File: config.mk
export PLATFORM = sky130hd
export DESIGN_NAME = cond_branch_overflow_saturation
export DESIGN_NICKNAME = d
export VERILOG_FILES = /design/src/verilog/cond_branch_pkg.sv /design/src/verilog/branch_hold_timer.sv /design/src/verilog/cond_branch_overflow_saturation.sv
export SDC_FILE = /design/constraint.sdc
export NUM_CORES = 1
export LEC_CHECK = 0
export ABC_CLOCK_PERIOD_IN_PS = 3990
export BUFFER_PORTS_ARGS = -buffer_cell sky130_fd_sc_hd__buf_4
export CAP_MARGIN = 20
export CORE_ASPECT_RATIO = 1.75
export CORE_MARGIN = 10
export CORE_UTILIZATION = 40
export CTS_CLUSTER_SIZE = 10
export DETAILED_ROUTE_END_ITERATION = 10
export GPL_ROUTABILITY_DRIVEN = 0
export PLACE_DENSITY = 0.72
export RECOVER_POWER = 50
export SYNTH_ARGS = -nofsm -noshare
export SYNTH_HDL_FRONTEND = slang
export SYNTH_SLANG_ARGS = --single-unit
File: constraint.sdc
create_clock -name clk -period 3.99 [get_ports clk]
set_input_delay 0.798 -clock clk [delete_from_list [all_inputs] [get_ports clk]]
set_output_delay 0.798 -clock clk [all_outputs]
set_load 0.03 [all_outputs]
File: src/verilog/cond_branch_pkg.sv
// constants and types for the overflow and saturation conditional branches
package cond_branch_pkg;

   // ************************************************************
   // instruction word layout
   // ************************************************************
   localparam int INSTR_W = 24;
   localparam int OPC_MSB = 23;
   localparam int OPC_LSB = 16;
   localparam int OFF_MSB = 15;
   localparam int OFF_W   = 16;

   // upper-byte codes of the four branches
   localparam logic [7:0] OPC_ACC_B_WRAP    = 8'h0D;
   localparam logic [7:0] OPC_ARITH_WRAP    = 8'h30;
   localparam logic [7:0] OPC_ACC_A_CLAMPED = 8'h0E;
   localparam logic [7:0] OPC_ACC_B_CLAMPED = 8'h0F;

   // ************************************************************
   // status word layout
   // ************************************************************
   localparam int STATUS_W         = 16;
   localparam int ACC_B_WRAP_BIT   = 14;
   localparam int ACC_A_CLAMP_BIT  = 13;
   localparam int ACC_B_CLAMP_BIT  = 12;
   localparam int ARITH_WRAP_BIT   = 2;

   // ************************************************************
   // program counter arithmetic and cycle counts
   // ************************************************************
   localparam int PC_STEP         = 2;
   localparam int OFFSET_SCALE    = 2;
   localparam int CYC_NOT_TAKEN   = 1;
   localparam int CYC_TAKEN_EARLY = 2;
   localparam int CYC_TAKEN_ENH   = 4;
   localparam int HOLD_W          = 3;

   // which flag a decoded branch tests
   typedef enum logic [2:0] {
      sel_none,
      sel_acc_b_wrap,
      sel_arith_wrap,
      sel_acc_a_clamped,
      sel_acc_b_clamped
   } cond_sel_t;

   // upper byte to condition select
   function automatic cond_sel_t decode_cond(input logic [7:0] opc);
      cond_sel_t sel;
      sel = sel_none;
      if (opc == OPC_ACC_B_WRAP) begin
         sel = sel_acc_b_wrap;
      end else if (opc == OPC_ARITH_WRAP) begin
         sel = sel_arith_wrap;
      end else if (opc == OPC_ACC_A_CLAMPED) begin
         sel = sel_acc_a_clamped;
      end else if (opc == OPC_ACC_B_CLAMPED) begin
         sel = sel_acc_b_clamped;
      end
      return sel;
   endfunction : decode_cond

   // flag picked out of the live status word
   function automatic logic flag_for(input cond_sel_t sel,
                                     input logic [STATUS_W-1:0] status_word);
      logic f;
      f = 1'b0;
      case (sel)
         sel_acc_b_wrap:    f = status_word[ACC_B_WRAP_BIT];
         sel_arith_wrap:    f = status_word[ARITH_WRAP_BIT];
         sel_acc_a_clamped: f = status_word[ACC_A_CLAMP_BIT];
         sel_acc_b_clamped: f = status_word[ACC_B_CLAMP_BIT];
         default:           f = 1'b0;
      endcase
      return f;
   endfunction : flag_for

endpackage : cond_branch_pkg
File: src/verilog/branch_hold_timer.sv
// down-counter that times the extra cycles of a taken branch
`timescale 1ns/1ps
module branch_hold_timer #(
   parameter int CNT_W = 3
)(
   // clock and reset
   input  wire logic             clk,
   input  wire logic             reset_n,
   // control
   input  wire logic             load,
   input  wire logic [CNT_W-1:0] load_value,
   // status
   output logic                  final_tick
);

   logic [CNT_W-1:0] count;

   if (CNT_W < 1) begin : g_chk
      $error("branch_hold_timer: CNT_W must be at least 1");
   end

   // load wins over the running count
   always_ff @(posedge clk or negedge reset_n) begin
      if (!reset_n) begin
         count <= '0;
      end else if (load) begin
         count <= load_value;
      end else if (count != '0) begin
         count <= count - CNT_W'(1);
      end
   end

   // last hold cycle: count about to reach zero
   assign final_tick = (count == CNT_W'(1));

endmodule : branch_hold_timer

File: src/verilog/cond_branch_overflow_saturation.sv
// decode and execute of the overflow and saturation conditional branches
`timescale 1ns/1ps
module cond_branch_overflow_saturation
   import cond_branch_pkg::*;
#(
   parameter int PC_W     = 24,
   parameter bit ENHANCED = 1'b0
)(
   // clock and reset
   input  wire logic                clk,
   input  wire logic                reset_n,
   // instruction issue
   input  wire logic                instr_valid,
   input  wire logic [INSTR_W-1:0]  instr_word,
   input  wire logic [PC_W-1:0]     instr_pc,
   output logic                     instr_ready,
   // status register view
   input  wire logic [STATUS_W-1:0] status_word,
   // program counter and squash
   output logic                     pc_load,
   output logic [PC_W-1:0]          pc_value,
   output logic                     ir_squash,
   output logic                     branch_taken,
   output logic                     branch_done
);

   // ************************************************************
   // elaboration checks and derived counts
   // ************************************************************
   localparam int TAKEN_CYC = ENHANCED ? CYC_TAKEN_ENH : CYC_TAKEN_EARLY;
   localparam int HOLD_CYC  = TAKEN_CYC - CYC_NOT_TAKEN;

   // the doubled offset plus sign needs 18 bits of pc
   if (PC_W < OFF_W + 2) begin : g_chk_pc
      $error("cond_branch: PC_W too narrow for the offset");
   end
   if (HOLD_CYC < 1 || HOLD_CYC >= (1 << HOLD_W)) begin : g_chk_hold
      $error("cond_branch: hold count does not fit the timer");
   end
   // the doubling is a wired shift, so only a scale of two is served
   if (OFFSET_SCALE != 2) begin : g_chk_scale
      $error("cond_branch: offset scale must be two");
   end
   // an untaken branch answers at the very next edge, nothing slower
   if (CYC_NOT_TAKEN != 1) begin : g_chk_untaken
      $error("cond_branch: untaken branch must take one cycle");
   end

   typedef enum logic [0:0] {
      st_idle,
      st_hold
   } st_t;

   // ************************************************************
   // program counter arithmetic
   // ************************************************************

   // address of the next sequential word
   function automatic logic [PC_W-1:0] pc_step(input logic [PC_W-1:0] pc);
      return pc + PC_W'(PC_STEP);
   endfunction : pc_step

   // sign-extended offset counted in instructions, doubled to bytes
   function automatic logic [PC_W-1:0] pc_offset(input logic [PC_W-1:0] base,
                                                 input logic [OFF_W-1:0] off);
      logic [PC_W-1:0] ext;
      ext = {{(PC_W-OFF_W-1){off[OFF_W-1]}}, off, 1'b0};
      return base + ext;
   endfunction : pc_offset

   // ************************************************************
   // decode
   // ************************************************************
   cond_sel_t       sel;
   logic            hit;
   logic            cond;
   logic            accept;
   logic [PC_W-1:0] next_seq;
   logic [PC_W-1:0] next_taken;
   st_t             state;
   logic            final_tick;

   // whole branch sits in one word: code on top, offset below
   always_comb begin
      sel        = decode_cond(instr_word[OPC_MSB:OPC_LSB]);
      hit        = (sel != sel_none);
      cond       = flag_for(sel, status_word);
      accept     = instr_valid && instr_ready && hit;
      next_seq   = pc_step(instr_pc);
      next_taken = pc_offset(next_seq, instr_word[OFF_MSB:0]);
   end

   // ************************************************************
   // taken-branch hold timing
   // ************************************************************

   // timer keeps the issue port closed for the extra cycles
   branch_hold_timer #(
      .CNT_W      (HOLD_W)
   ) u_hold (
      .clk        (clk),
      .reset_n    (reset_n),
      .load       (accept && cond),
      .load_value (HOLD_W'(HOLD_CYC)),
      .final_tick (final_tick)
   );

   // idle until a taken branch, then hold until the timer ends
   always_ff @(posedge clk or negedge reset_n) begin
      if (!reset_n) begin
         state <= st_idle;
      end else begin
         case (state)
            st_idle: begin
               if (accept && cond) begin
                  state <= st_hold;
               end
            end
            st_hold: begin
               if (final_tick) begin
                  state <= st_idle;
               end
            end
            default: state <= st_idle;
         endcase
      end
   end

   // issue port closed while a taken branch still runs
   always_ff @(posedge clk or negedge reset_n) begin
      if (!reset_n) begin
         instr_ready <= 1'b1;
      end else if (accept && cond) begin
         instr_ready <= 1'b0;
      end else if (state == st_hold && final_tick) begin
         instr_ready <= 1'b1;
      end
   end

   // ************************************************************
   // program counter and instruction register effects
   // ************************************************************

   // one load per branch: target if taken, else next word
   always_ff @(posedge clk or negedge reset_n) begin
      if (!reset_n) begin
         pc_load  <= 1'b0;
         pc_value <= '0;
      end else begin
         pc_load <= accept;
         if (accept) begin
            pc_value <= cond ? next_taken : next_seq;
         end
      end
   end

   // the slot already fetched behind a taken branch becomes a no-op
   always_ff @(posedge clk or negedge reset_n) begin
      if (!reset_n) begin
         ir_squash <= 1'b0;
      end else begin
         ir_squash <= accept && cond;
      end
   end

   // decision held as a level until the next branch is taken in
   always_ff @(posedge clk or negedge reset_n) begin
      if (!reset_n) begin
         branch_taken <= 1'b0;
      end else if (accept) begin
         branch_taken <= cond;
      end
   end

   // completion pulse; status is only read here, never written back
   always_ff @(posedge clk or negedge reset_n) begin
      if (!reset_n) begin
         branch_done <= 1'b0;
      end else begin
         branch_done <= (accept && !cond) || (state == st_hold && final_tick);
      end
   end

   logic [31:0]     off_ext;
   logic [PC_W-1:0] exp_target;
   logic [3:0]      busy_len;
   logic [7:0]      opc;
   logic            own_code;

   // independent model of the target for checking only
   always_comb begin
      opc        = instr_word[OPC_MSB:OPC_LSB];
      off_ext    = 32'($signed(instr_word[OFF_MSB:0]));
      exp_target = instr_pc + PC_W'(PC_STEP) + PC_W'(off_ext * OFFSET_SCALE);
      own_code   = (opc == OPC_ACC_B_WRAP) || (opc == OPC_ARITH_WRAP)
                   || (opc == OPC_ACC_A_CLAMPED) || (opc == OPC_ACC_B_CLAMPED);
   end

   // cycles an accepted branch has occupied so far
   always_ff @(posedge clk or negedge reset_n) begin
      if (!reset_n) begin
         busy_len <= '0;
      end else if (accept) begin
         busy_len <= 4'h1;
      end else if (!instr_ready) begin
         busy_len <= busy_len + 4'h1;
      end
   end
endmodule : cond_branch_overflow_saturation

==> results by group <==
Timing
  – Peak Freq: 0.280 GHz
  – Fin. Hold Viols: 0
  – Hold WS: 0.479 ns
  – Final slew viol count: 34
  – Crit path time final: 3.57 ns
  – Slew headroom: -0.310
  – Fin crit share: 0.896
  – Worst Tran Pin Value: 1.97 ns
  – Final setup violation count: 0
  – Setup TNS: 0 ns
  – Max Clock Skew: 0.00387 ns
  – RSZ-0062 raised after global routing: false

Status
  – Failing checks: max-capacitance violations, max-slew violations
  – Outcome: finished with violations

Clocking
  – Longest Clk Path Bufs: 2
  – CTS buffer count: 5
  – Clock slew at reported path FFs: 0.06 ns
  – Setup Buffers After CTS: 0
  – CTS tree: built
  – CTS Sinks: 33
  – Post-CTS sizing: 0
  – H-tree depth: 2
  – CTS root buf: clkbuf_16
  – Cts hold-fix bufs: 0
  – Skew-Pair Late Insertion Delay: 0.28 ns

Min path
  – Worst hold-check path type: reg -> reg
  – Worst Hold Launch: pc_value[1]$_DFFE_PN0P_
  – WHS Path Cells: 2
  – Worst Hold Endpoint: pc_value[1]$_DFFE_PN0P_

Logic synthesis
  – Synth top area cells: dfrtp_1 (25%), ha_1 (14%), nand2_1 (5.9%)
  – #FFs+latches synth: 33
  – Ys flop type: dfrtp_1
  – Area share of the largest cell type after synthesis: 0.250
  – Yosys warnings: 0
  – Cells after Synth: 392
  – Distinct cells, synth: 57
  – Post-synthesis sequential area ratio: 0.258
  – Cell Area, Synth: 3210 um2
  – Net count after synthesis: 495
  – Post-synth top area cell: dfrtp_1
  – EDFF count, synth: 0
  – Ys async rst share: 1.00
  – Syn Area/Cell: 8.18 um2

Critical path
  – Largest stage delay on the critical path: 0.38 ns
  – CP Capture Type: flip-flop
  – Required time worst endpoint: 4.18 ns
  – CP Class: in -> reg
  – Worst reg2reg path startpoint: instr_ready$_DFFE_PN1P_
  – CP cell instances: buf_4, and4_1, nand3_1, nor2_1, nand3_1, xnor2_1, ha_1, a21oi_1, inv_1, a31oi_1, o211ai_1, or3_1, and4_1, o31ai_2
  – Crit path max fanout: 6
  – Crit path launch type: input pin
  – Reg2reg setup slack: 2.25 ns
  – Worst r2r dst: state$_DFF_PN0_
  – R2R depth: 5
  – Arrival @ worst endpoint: 3.77 ns
  – Slowest CP cell: or3_1

Global route
  – GR Overflow Total: 0
  – Overall Global Routing Usage: 0.165
  – Pin count of the biggest net entering global routing: 34
  – First-pass GRT wire length: 16300 um
  – Initial antenna violation count: 0
  – Vias in the first global route: 3544

Placement
  – Port bufs: 83
  – Placed instance area: 3910 um2
  – Post-detail-place hpwl: 8060 um

Floorplan
  – DIE HEIGHT: 138 um
  – FP Rows: 43
  – Initial core utilization: 0.408
  – Core footprint: 7860 um2
  – Die area: 12100 um2
  – Ports: 96
  – Die width: 87.7 um

Final layout
  – Nets: 579
  – N_diodes: 0
  – Post-layout util: 0.509
  – Area Overhead vs Synth: 24.6%
  – Layout cells sized above 1: 0.216
  – Finished Cell Area: 4000 um2
  – Fillers: 790

Routing
  – Vias: 3262
  – Final WL: 9980 um
  – DRC errors left: 0
  – Pre-antenna DRT Iters: 4
  – DRT antenna net count: 0
  – DR vias/cell: 5.75
  – Routed wire per std cell: 17.6 um
  – Initial DRC Count: 196

Power and ir drop
  – Leak Pwr: 1.87 nW
  – Power per standard cell area: 352 nW/um2
  – Worst ir drop on vdd: 0.000193 V

Job
  – Max Cap Violations: 1
-- metrics by stage --
stage	cells	setup WS [ns]	total power, mW
2_1_floorplan	392	0.739	0.826
3_3_place_gp	559	0.199	1.03
3_5_place_dp	559	0.124	1.05
4_1_cts	567	0.405	1.44
5_1_grt	567	0.136	1.50
6_report	567	0.415	1.41
-- metal layers --
layer,track usage,wire length [um],vias up
li1,-,-,1598
met5,0,0,-
met4,0.0894,404,0
met1,0.147,3380,1549
met2,0.322,5770,86
met3,0.0294,425,29
-- flip-flops by register name, indices dropped and copies added, names as in the netlist --
| name | cells |
|---|---|
| state | 1 |
| ir_squash | 1 |
| instr_ready | 1 |
| pc_value | 24 |
| pc_load | 1 |
| u_hold.count | 3 |
| branch_done | 1 |
| branch_taken | 1 |
-- worst max-delay path by stage --
| stage | startpoint | slack, ns | endpoint | cells after the start |
|---|---|---|---|---|
| floorplan | instr_pc[3] | 0.74 | pc_value[23]$_DFFE_PN0P_ | 14 |
| detailed placement | instr_pc[3] | 0.12 | pc_value[23]$_DFFE_PN0P_ | 14 |
| finish | instr_pc[3] | 0.42 | pc_value[23]$_DFFE_PN0P_ | 14 |
| global route | instr_pc[3] | 0.14 | pc_value[23]$_DFFE_PN0P_ | 14 |
| global placement | instr_pc[3] | 0.20 | pc_value[19]$_DFFE_PN0P_ | 14 |
| CTS | instr_pc[3] | 0.40 | pc_value[23]$_DFFE_PN0P_ | 14 |
-- cells in the mapped netlist, drive strengths merged (2+ instances only) --
library cell and instances:
a21o 7, nor3 8, buf 9, o211ai 6, o21bai 5, o21a 2
inv 11, nand3 21, ha 35, a31oi 11, o31ai 2, xnor2 21
nand4 6, and3 6, mux2i 5, a221o 3, a21oi 37, nor2 43
a22oi 7, o21ai 24, nand2 51, nor4 3, and4 3, xor2 12
or3 3, or2 2, a211oi 6, dfrtp 32
-- final cells by class --
type	count	area (um2)	area share
repair buffers	87	597	0.149
well taps	90	113	0.0282
multi-input cells	338	2280	0.570
clock inverters	3	17.5	0.00438
inverters	11	41.3	0.0103
clock buffers	5	125	0.0313
flip-flops and latches	33	827	0.207
-- cells in the final DEF, fill, tap and decap left out, drive strengths merged, types with 7 or more instances in the layout --
cell type / count
nand2: 51
nor2: 43
a21o: 7
dfrtp: 32
xnor2: 21
xor2: 12
buf: 72
nor3: 8
a21oi: 37
o21ai: 24
ha: 35
nand3: 21
a31oi: 11
clkbuf: 20
inv: 11
a22oi: 7
-- logic make-up after synthesis --
logic type                 after synthesis  synth area share
and+or+nand+nor                        149             0.225
AOI/OAI and AO/OA                      114             0.234
adders and majority gates               36             0.143
xor gates and xnor gates                33            0.0901
DFF                                     33             0.258
buffers and inverters                   21            0.0320
muxes                                    6            0.0191
-- critical path, delay by kind of cell --
| family | cells | cell delay (ns) |
|---|---|---|
| buffers and inverters | 2 | 0.18 |
| adders and majority gates | 1 | 0.36 |
| xor gates and xnor gates | 1 | 0.26 |
| AOI/OAI and AO/OA | 4 | 0.77 |
| and+or+nand+nor | 6 | 1.40 |
-- power by group --
| group | switching [mW] | internal (mW) |
|---|---|---|
| Clock | 0.155 | 0.229 |
| Sequential | 0.0370 | 0.398 |
| Combinational | 0.358 | 0.232 |
| Total | 0.550 | 0.859 |
No activity file was read; power rests on OpenSTA's default activity.
